`config.mk`:
```
export PLATFORM = sky130hd
export DESIGN_NAME = mode_control_device_flat
export DESIGN_NICKNAME = d
export VERILOG_FILES = /design/src/rtl/led_mode_pkg.sv /design/src/rtl/mode_link_if.sv /design/src/rtl/mode_control_device.sv /design/src/flat_wrapper.sv
export SDC_FILE = /design/constraint.sdc
export NUM_CORES = 1
export LEC_CHECK = 0
export BUFFER_PORTS_ARGS = -buffer_cell sky130_fd_sc_hd__buf_2
export CORE_UTILIZATION = 30
export CTS_CLUSTER_SIZE = 16
export DETAILED_ROUTE_END_ITERATION = 7
export HOLD_SLACK_MARGIN = 0.15
export PLACE_DENSITY = 0.55
export SLEW_MARGIN = 0
export SYNTH_ARGS = -nofsm -noshare
export SYNTH_HDL_FRONTEND = slang
export SYNTH_SLANG_ARGS = --single-unit
```
`constraint.sdc`:
```
create_clock -name clock -period 7.9 [get_ports clock]
set_input_delay 1.185 -clock clock [delete_from_list [all_inputs] [get_ports clock]]
set_output_delay 1.185 -clock clock [all_outputs]
set_load 0.02 [all_outputs]
```
`src/rtl/led_mode_pkg.sv`:
```
// Constants and helpers shared by the mode-control device and its host
// How it works
// - Bit 7 reads restart flag; write one clears
// - Host sets sleep before sleep plus external clock
// - External clock select sticky until software reset
// - Frame lasts 4096 times prescale plus one
// - Bit 5 advances pointer per access; resets clear
// - Bit 4 sleep stops oscillator; resets set
// - Oscillator runs within 500 us after wake
// - External clock needs no start-up delay
// - No PWM activity while oscillator stopped
// - Bit 0 enables broadcast address; resets set
// - Sleep with active channels sets flag at frame end
// - Channel registers kept intact during sleep
// - Write one to bit 7 restarts channels
// - Host waits 500 us awake before restart
// - Reset, stop or full channel write clears flag
// - Orderly shutdown before sleep clears flag
// - Host shuts down via off-high bit 4
// - Output change at stop or channel ack
// - Prescale writes ignored while awake
package led_mode_pkg;

  localparam int CLOCK_MHZ        = 10;
  localparam int OSC_START_US     = 500;
  localparam int OSC_START_CYCLES = OSC_START_US * CLOCK_MHZ;

  localparam logic [7:0] REG_PRIMARY_MODE   = 8'h00;
  localparam logic [7:0] REG_SECONDARY_MODE = 8'h01;
  localparam logic [7:0] CHAN_FIRST    = 8'h06;
  localparam logic [7:0] CHAN_LAST     = 8'h45;
  localparam logic [7:0] BCAST_FIRST   = 8'hFA;
  localparam logic [7:0] BCAST_LAST    = 8'hFD;
  localparam logic [7:0] REG_PRESCALE  = 8'hFE;

  localparam int CHANNELS   = 16;
  localparam int CHAN_BYTES = 64;
  localparam logic [1:0] BYTE_OFF_HIGH = 2'h3;
  localparam int OFF_FULL_BIT = 4;

  localparam int BIT_RESTART = 7;
  localparam int BIT_EXT_CLOCK = 6;
  localparam int BIT_AUTOINC = 5;
  localparam int BIT_SLEEP   = 4;
  localparam int BIT_SUB_ONE    = 3;
  localparam int BIT_SUB_TWO    = 2;
  localparam int BIT_SUB_THREE  = 1;
  localparam int BIT_BCAST      = 0;
  localparam int BIT_OUT_TIMING = 3;

  localparam logic [7:0] PRIMARY_MODE_RESET   = 8'h11;
  localparam logic [7:0] SECONDARY_MODE_RESET = 8'h04;
  localparam logic [7:0] SECONDARY_MODE_MASK  = 8'h1F;
  localparam logic [7:0] PRESCALE_RESET = 8'h03;
  localparam logic [11:0] FRAME_LAST    = 12'hFFF;

  localparam logic [7:0] HOST_CMD_ADDR    = 8'h00;
  localparam logic [7:0] HOST_STATUS_ADDR = 8'h04;
  localparam int CMD_WE    = 8;
  localparam int CMD_PTR   = 9;
  localparam int CMD_STOP  = 10;
  localparam int CMD_SWRST = 11;

  function automatic logic isChannelAddr(input logic [7:0] a);
    return (a >= CHAN_FIRST) && (a <= CHAN_LAST);
  endfunction : isChannelAddr

  function automatic logic isBroadcastAddr(input logic [7:0] a);
    return (a >= BCAST_FIRST) && (a <= BCAST_LAST);
  endfunction : isBroadcastAddr

  function automatic logic [7:0] nextPtr(input logic [7:0] a);
    if ((a == CHAN_LAST) || (a == REG_PRESCALE))
      return REG_PRIMARY_MODE;
    return 8'(a + 8'h01);
  endfunction : nextPtr

endpackage : led_mode_pkg

```
`src/rtl/mode_link_if.sv`:
```
// Register link between the mode-control host and device
`timescale 1ns/1ps
interface mode_link_if;
  logic       req;
  logic       ptrLoad;
  logic       we;
  logic [7:0] wdata;
  logic       stop;
  logic       swReset;
  logic       ack;
  logic [7:0] rdata;

  modport device (input req, input ptrLoad, input we, input wdata, input stop,
                  input swReset, output ack, output rdata);
  modport host (output req, output ptrLoad, output we, output wdata, output stop,
                output swReset, input ack, input rdata);
endinterface : mode_link_if

```
`src/rtl/mode_control_device.sv`:
```
// Mode register, restart logic, prescaler and frame counter of the LED controller
//
// The Wishbone interface to the registers was decided locally.
`timescale 1ns/1ps
module mode_control_device
  import led_mode_pkg::*;
#(
  parameter int OSC_START_CYC = OSC_START_CYCLES
) (
  input  wire logic        clock,
  input  wire logic        rst_n,
  mode_link_if.device      lnk,
  output logic [11:0]      pwmCount,
  output logic             frameTick,
  output logic             pwmRunning,
  output logic             extClockSelected,
  output logic             lowPower,
  output logic [2:0]       subAddressEnable,
  output logic             broadcastEnable,
  output logic             autoAdvance,
  output logic             restartChannels,
  output logic             outputUpdate
);

  typedef struct packed {
    logic [7:0]                      mode;
    logic [7:0]                      secondary_mode_control;
    logic [7:0]                      prescale;
    logic [7:0]                      ptr;
    logic [CHAN_BYTES-1:0][7:0]      pwm;
    logic [CHANNELS-1:0]             activeMask;
    logic [3:0]                      wrChan;
    logic [3:0]                      wrMask;
    logic                            pendWrite;
    logic                            sleepPending;
    logic [15:0]                     oscTimer;
    logic                            oscUp;
    logic [7:0]                      preCnt;
    logic [11:0]                     frameCnt;
    logic                            frameTick;
    logic                            ack;
    logic [7:0]                      rdata;
    logic                            restartPulse;
    logic                            updatePulse;
  } state_t;

  state_t     s_reg;
  state_t     s_next;
  logic [7:0] w;
  logic [5:0] idx;
  logic [1:0] byteSel;
  logic [3:0] chan;
  logic [3:0] mask;
  logic       run;
  logic [1:0] bcastByte;

  function automatic state_t resetState();
    state_t r;
    r          = '0;
    r.mode     = PRIMARY_MODE_RESET;
    r.secondary_mode_control    = SECONDARY_MODE_RESET;
    r.prescale = PRESCALE_RESET;
    return r;
  endfunction : resetState

  function automatic logic [7:0] readByte(input state_t st, input logic [7:0] a);
    logic [5:0] i;
    i = 6'(a - CHAN_FIRST);
    if (a == REG_PRIMARY_MODE)
      return st.mode;
    if (a == REG_SECONDARY_MODE)
      return st.secondary_mode_control;
    if (a == REG_PRESCALE)
      return st.prescale;
    if (isChannelAddr(a))
      return st.pwm[i];
    return 8'h00;
  endfunction : readByte

  always_comb begin
    s_next              = s_reg;
    s_next.ack          = 1'b0;
    s_next.frameTick    = 1'b0;
    s_next.restartPulse = 1'b0;
    s_next.updatePulse  = 1'b0;
    w       = lnk.wdata;
    idx     = 6'(s_reg.ptr - CHAN_FIRST);
    byteSel = idx[1:0];
    chan    = idx[5:2];
    mask    = 4'h0;
    run     = 1'b0;
    bcastByte = 2'(s_reg.ptr - BCAST_FIRST);

    // Register access, one per request
    if (lnk.req && !s_reg.ack) begin
      s_next.ack = 1'b1;
      if (lnk.ptrLoad) begin
        s_next.ptr = w;
      end else begin
        if (!lnk.we) begin
          s_next.rdata = readByte(s_reg, s_reg.ptr);
        end else if (s_reg.ptr == REG_PRIMARY_MODE) begin
          s_next.mode[BIT_AUTOINC]   = w[BIT_AUTOINC];
          s_next.mode[BIT_SLEEP]     = w[BIT_SLEEP];
          s_next.mode[BIT_SUB_ONE]   = w[BIT_SUB_ONE];
          s_next.mode[BIT_SUB_TWO]   = w[BIT_SUB_TWO];
          s_next.mode[BIT_SUB_THREE] = w[BIT_SUB_THREE];
          s_next.mode[BIT_BCAST]     = w[BIT_BCAST];
          if (w[BIT_EXT_CLOCK] && w[BIT_SLEEP] && s_reg.mode[BIT_SLEEP])
            s_next.mode[BIT_EXT_CLOCK] = 1'b1;
          if (w[BIT_RESTART]) begin
            s_next.mode[BIT_RESTART] = 1'b0;
            if (s_reg.mode[BIT_RESTART] && !s_reg.mode[BIT_SLEEP] && !w[BIT_SLEEP])
              s_next.restartPulse = 1'b1;
          end
          if (!w[BIT_SLEEP])
            s_next.sleepPending = 1'b0;
          else if (!s_reg.mode[BIT_SLEEP]) begin
            if (s_reg.activeMask != '0)
              s_next.sleepPending = 1'b1;
            else
              s_next.mode[BIT_RESTART] = 1'b0;
          end
        end else if (s_reg.ptr == REG_SECONDARY_MODE) begin
          s_next.secondary_mode_control = w & SECONDARY_MODE_MASK;
        end else if (s_reg.ptr == REG_PRESCALE) begin
          if (s_reg.mode[BIT_SLEEP])
            s_next.prescale = w;
        end else if (isChannelAddr(s_reg.ptr)) begin
          s_next.pwm[idx]  = w;
          s_next.pendWrite = 1'b1;
          if (byteSel == BYTE_OFF_HIGH)
            s_next.activeMask[chan] = !w[OFF_FULL_BIT];
          mask = (chan == s_reg.wrChan) ? s_reg.wrMask : 4'h0;
          mask[byteSel] = 1'b1;
          s_next.wrChan = chan;
          s_next.wrMask = mask;
          if (mask == 4'hF) begin
            s_next.wrMask = 4'h0;
            if (s_reg.secondary_mode_control[BIT_OUT_TIMING]) begin
              s_next.mode[BIT_RESTART] = 1'b0;
              s_next.updatePulse       = 1'b1;
            end
          end
        end else if (isBroadcastAddr(s_reg.ptr)) begin
          s_next.pendWrite = 1'b1;
          for (int i = 0; i < CHANNELS; i++) begin
            s_next.pwm[i*(CHAN_BYTES/CHANNELS) + int'(bcastByte)] = w;
          end
          if (s_reg.ptr == BCAST_LAST)
            s_next.activeMask = w[OFF_FULL_BIT] ? '0 : '1;
        end
        if (s_reg.mode[BIT_AUTOINC])
          s_next.ptr = nextPtr(s_reg.ptr);
      end
    end

    // Stop ends a write burst
    if (lnk.stop) begin
      s_next.pendWrite = 1'b0;
      if (s_reg.pendWrite && !s_reg.secondary_mode_control[BIT_OUT_TIMING]) begin
        s_next.mode[BIT_RESTART] = 1'b0;
        s_next.updatePulse       = 1'b1;
      end
    end

    // Oscillator start-up, kept alive until a pending frame ends
    if (s_reg.mode[BIT_SLEEP] && !s_reg.sleepPending) begin
      s_next.oscUp    = 1'b0;
      s_next.oscTimer = '0;
    end else if (!s_reg.oscUp) begin
      if (s_reg.mode[BIT_EXT_CLOCK])
        s_next.oscUp = 1'b1;
      else if (s_reg.oscTimer == 16'(OSC_START_CYC - 1))
        s_next.oscUp = 1'b1;
      else
        s_next.oscTimer = 16'(s_reg.oscTimer + 16'h0001);
    end

    // Frame counter, halted while the clock is off
    run = s_reg.oscUp && (!s_reg.mode[BIT_SLEEP] || s_reg.sleepPending);
    if (run) begin
      if (s_reg.preCnt == s_reg.prescale) begin
        s_next.preCnt   = 8'h00;
        s_next.frameCnt = 12'(s_reg.frameCnt + 12'h001);
        if (s_reg.frameCnt == FRAME_LAST) begin
          s_next.frameTick = 1'b1;
          if (s_reg.sleepPending) begin
            s_next.sleepPending      = 1'b0;
            s_next.mode[BIT_RESTART] = 1'b1;
          end
        end
      end else begin
        s_next.preCnt = 8'(s_reg.preCnt + 8'h01);
      end
    end
    if (s_next.restartPulse) begin
      s_next.preCnt   = 8'h00;
      s_next.frameCnt = 12'h000;
    end

    if (lnk.swReset)
      s_next = resetState();
  end

  always_ff @(posedge clock or negedge rst_n) begin
    if (!rst_n)
      s_reg <= resetState();
    else
      s_reg <= s_next;
  end

  assign lnk.ack          = s_reg.ack;
  assign lnk.rdata        = s_reg.rdata;
  assign pwmCount         = s_reg.frameCnt;
  assign frameTick        = s_reg.frameTick;
  assign pwmRunning       = s_reg.oscUp;
  assign extClockSelected = s_reg.mode[BIT_EXT_CLOCK];
  assign lowPower         = s_reg.mode[BIT_SLEEP];
  assign subAddressEnable = s_reg.mode[BIT_SUB_ONE:BIT_SUB_THREE];
  assign broadcastEnable  = s_reg.mode[BIT_BCAST];
  assign autoAdvance      = s_reg.mode[BIT_AUTOINC];
  assign restartChannels  = s_reg.restartPulse;
  assign outputUpdate     = s_reg.updatePulse;

endmodule : mode_control_device

```
`src/flat_wrapper.sv`:
```
// flat-port wrapper written by rule: the top's interface ports become plain ports
module mode_control_device_flat import led_mode_pkg::*;
#(
  parameter int OSC_START_CYC = OSC_START_CYCLES
)
  (clock, rst_n, pwmCount, frameTick, pwmRunning, extClockSelected, lowPower, subAddressEnable, broadcastEnable, autoAdvance, restartChannels, outputUpdate, lnk_req, lnk_ptrLoad, lnk_we, lnk_wdata, lnk_stop, lnk_swReset, lnk_ack, lnk_rdata);
  mode_link_if lnk_i ();
  input  wire logic clock;
  input  wire logic rst_n;
  output logic [11:0] pwmCount;
  output logic frameTick;
  output logic pwmRunning;
  output logic extClockSelected;
  output logic lowPower;
  output logic [2:0] subAddressEnable;
  output logic broadcastEnable;
  output logic autoAdvance;
  output logic restartChannels;
  output logic outputUpdate;
  input wire logic [$bits(lnk_i.req)-1:0] lnk_req;
  input wire logic [$bits(lnk_i.ptrLoad)-1:0] lnk_ptrLoad;
  input wire logic [$bits(lnk_i.we)-1:0] lnk_we;
  input wire logic [$bits(lnk_i.wdata)-1:0] lnk_wdata;
  input wire logic [$bits(lnk_i.stop)-1:0] lnk_stop;
  input wire logic [$bits(lnk_i.swReset)-1:0] lnk_swReset;
  output wire logic [$bits(lnk_i.ack)-1:0] lnk_ack;
  output wire logic [$bits(lnk_i.rdata)-1:0] lnk_rdata;
  assign lnk_i.req = lnk_req;
  assign lnk_i.ptrLoad = lnk_ptrLoad;
  assign lnk_i.we = lnk_we;
  assign lnk_i.wdata = lnk_wdata;
  assign lnk_i.stop = lnk_stop;
  assign lnk_i.swReset = lnk_swReset;
  assign lnk_ack = lnk_i.ack;
  assign lnk_rdata = lnk_i.rdata;
  mode_control_device #(.OSC_START_CYC(OSC_START_CYC)) u_core (.clock(clock), .rst_n(rst_n), .lnk(lnk_i), .pwmCount(pwmCount), .frameTick(frameTick), .pwmRunning(pwmRunning), .extClockSelected(extClockSelected), .lowPower(lowPower), .subAddressEnable(subAddressEnable), .broadcastEnable(broadcastEnable), .autoAdvance(autoAdvance), .restartChannels(restartChannels), .outputUpdate(outputUpdate));
endmodule
```
==> flow_summary.yaml <==
sta:
  period_share_pct: 60.17
  rsz0062_at_grt: "no"
  timing.final.ws_setup_ns: 3.147
  setup_viol: 0
  worstMarginPinSlew_ns: 1.107
  max_freq_ghz: 0.2104
  period_needed_ns: 4.753
  slew_headroom_pct: 25.86
  finalSetupTns_ns: 0
  clock_skew_ns: 0.02029
  slew_violations: 0
  finalHoldViolCount: 0
synthesis:
  synthArstFlopShare_pct: 100.0
  syn_inst: 2888
  synth_top_area_share_pct: 44.41
  syn_area_per_cell_sq_um: 11.92
  synth.distinct_cells: 86
  ys.flop_type: "dfrtp_1"
  ys_seq_elements: 616
  synth_area_sq_um: 34430
  ys_top_cells_by_area: "dfrtp_1, mux2_2, mux2_4"
  seq_area_frac_synth_pct: 44.79
  yosysMostFrequentCell: "nor2_1"
  yosys-top-cells-count: "nor2_1, dfrtp_1, mux2_2"
  ys_warn_count: 0
  synth_fp_nets: 2915
  synth_edf_count: 0
  yosys.area.top_type: "dfrtp_1"
clock_tree:
  cts.clk_slew.worst_paths_ns: 0.06
  cts_tree: "built"
  cts-root-buf: "clkbuf_16"
  post_cts_buffers: 0
  cts_made_buffers: 72
  worstSkewPairLatency_ns: 0.63
  htreeDepth: 3
  cts_resized: 0
  cts_sinks: 616
  cts_buffer_depth: 3
  cts_hold_buf: 0
drt:
  via_per_inst: 5.398
  totalWireLength_um: 105800
  wl_met1_um: 47390
  wl_met2_um: 46840
  vias: 23771
  firstDrtPassIters: 7
  drcViolationCount: 0
  highest_layer: "met4"
  wl_per_cell_um: 24.02
  antenna_left: 0
  dr_wl_met3_um: 7981
  drt_iter0_drc: 2053
cells_and_area:
  stdcell_area_sq_um: 38380
  largest_reg_flops: 584
  fin_cells: 4404
  final_layout_size_suffix_gt1_share_pct: 33.51
  syn_to_final_growth_pct: 11.48
  fin_nets: 2875
  antenna_cells: 0
critical_path:
  arrival_ns: 5.25
  cp-endpoint: "u_core.s_reg[525]$_DFFE_PN0P_"
  critPathLaunchType: "register"
  r2r_cells: 11
  reg2reg_from: "u_core.s_reg[588]$_DFFE_PN0P_"
  crit_fanout: 57
  rr_endpoint: "u_core.s_reg[525]$_DFFE_PN0P_"
  worstSetupEndpointType: "register"
  crit_type: "reg2reg"
  crit_start: "u_core.s_reg[588]$_DFFE_PN0P_"
  crit_required_ns: 8.40
  regToRegSetupSlack_ns: 3.15
die:
  io_pins: 47
  initial_core_util_pct: 30.44
  chipWidth_um: 340.8
  die_area_sq_um: 116100
  die_y_um: 340.8
  core_sq_um: 113100
  fp-row-count: 123
power_and_ir_drop:
  power.density_nw_per_um2: 197.8
  leakage_nw: 16.75
  finalPower_w: 0.007592
  peakVddDrop_mv: 0.1320
hold_path:
  holdPathStages: 2
  hold_class: "reg2reg"
global_route:
  antenna_found_initial: 1
  grt_pass1_vias: 23990
  grt_pass1_wl_um: 161800
  track_usage_pct: 18.18
  grt_overflow: 0
  grt_max_degree: 170
status:
  outcome: "finished, final reports clean"
placed_design:
  placed_cell_area_sq_um: 35870
  place_inst: 4274
  hpwl_um: 66770
  port_buffers: 46
  gp_congestion: 0.9254
  pre_cts_slack_ns: 3.232
flow_run:
  cap_violations: 0
==> placed cells by master, fill, tap and decap left out, types with 7 or more instances in the layout <==
| cell type | synthesis | final |
|---|---|---|
| nor2b_1 | 7 | 7 |
| o21a_1 | 8 | 8 |
| and3_1 | 15 | 15 |
| o22ai_1 | 24 | 24 |
| mux2_2 | 326 | 326 |
| o31ai_1 | 7 | 7 |
| a21oi_1 | 21 | 21 |
| xor2_1 | 24 | 23 |
| inv_1 | 18 | 18 |
| a221o_1 | 17 | 17 |
| and4_1 | 11 | 11 |
| mux2i_1 | 24 | 24 |
| xnor2_1 | 23 | 22 |
| clkinv_2 | 0 | 11 |
| a31oi_1 | 70 | 70 |
| dfrtp_1 | 611 | 609 |
| mux4_2 | 127 | 127 |
| ha_1 | 12 | 12 |
| nor4_1 | 7 | 7 |
| clkbuf_16 | 0 | 77 |
| nand2_1 | 122 | 114 |
| clkbuf_8 | 0 | 22 |
| nand2_2 | 0 | 8 |
| nor3_1 | 23 | 23 |
| buf_4 | 33 | 41 |
| a22o_1 | 9 | 9 |
| nand4_1 | 15 | 15 |
| clkbuf_1 | 93 | 9 |
| mux2_4 | 192 | 192 |
| o211ai_4 | 64 | 64 |
| and2_1 | 14 | 14 |
| nor2_1 | 664 | 664 |
| o21ai_0 | 56 | 56 |
| nand3_1 | 49 | 49 |
| a22oi_1 | 11 | 11 |
| buf_2 | 51 | 45 |
==> per-layer routing <==
metal  track usage (%)  vias up
met4             6.213        0
li1                  -    10305
met5                 0        -
met3             3.972      199
met1             25.59    12394
met2             27.52      873
==> how the worst min path moves through the flow <==
| stage | startpoint | end |
|---|---|---|
| finish | u_core.s_reg[607]$_DFFE_PN0P_ | u_core.s_reg[607]$_DFFE_PN0P_ |
| global route | u_core.s_reg[107]$_DFFE_PN0P_ | u_core.s_reg[107]$_DFFE_PN0P_ |
| CTS | u_core.s_reg[607]$_DFFE_PN0P_ | u_core.s_reg[607]$_DFFE_PN0P_ |
| detailed placement | u_core.s_reg[607]$_DFFE_PN0P_ | u_core.s_reg[607]$_DFFE_PN0P_ |
| global placement | u_core.s_reg[607]$_DFFE_PN0P_ | u_core.s_reg[607]$_DFFE_PN0P_ |
| floorplan | u_core.s_reg[51]$_DFFE_PN0P_ | u_core.s_reg[51]$_DFFE_PN0P_ |
==> through the flow <==
| step | utilization (%) | hold slack [ns] |
|---|---|---|
| after floorplan | - | 0.4489 |
| after global placement | 31.71 | 0.4650 |
| after detailed placement | 31.71 | 0.4744 |
| after CTS | 33.93 | 0.4880 |
| after global routing | 33.93 | 0.5029 |
| final | 33.93 | 0.4829 |
==> area by class of cell <==
cell class	instances	area [sq um]
Sequential cell	616	15430
Clock inverter	22	254.0
Inverter	19	71.32
Fill cell	11183	74730
Timing Repair Buffer	91	628.1
Tap cell	1500	1877
Multi-Input combinational cell	2048	17860
Clock buffer	108	2263
==> cells by family after synthesis <==
| group | after synthesis | synth area share (%) |
|---|---|---|
| adders and majority gates | 12 | 0.4361 |
| xor gates and xnor gates | 49 | 1.326 |
| muxes | 671 | 28.11 |
| AOI/OAI and AO/OA | 348 | 9.746 |
| DFF | 616 | 44.79 |
| and+or+nand+nor | 968 | 12.04 |
| buffers and inverters | 224 | 3.558 |
==> power by group <==
group	internal, W	switching, W	leakage [nW]
sequential	0.00318	0.0000287	8.57
clock	0.00214	0.00139	1.24
combinational	0.000264	0.000583	6.93
==> worst max-delay path, stage by stage, from the launching register on <==
cell and delay, ns:
dfrtp_4 0.66, buf_4 0.33, inv_1 0.09, buf_4 0.27
ha_1 0.38, nor2b_1 0.08, o21ai_1 0.55, a21o_2 0.29
nand2_8 0.51, buf_4 0.53, o211ai_4 0.45, mux2_2 0.38
(Power assumes the default switching activity.)
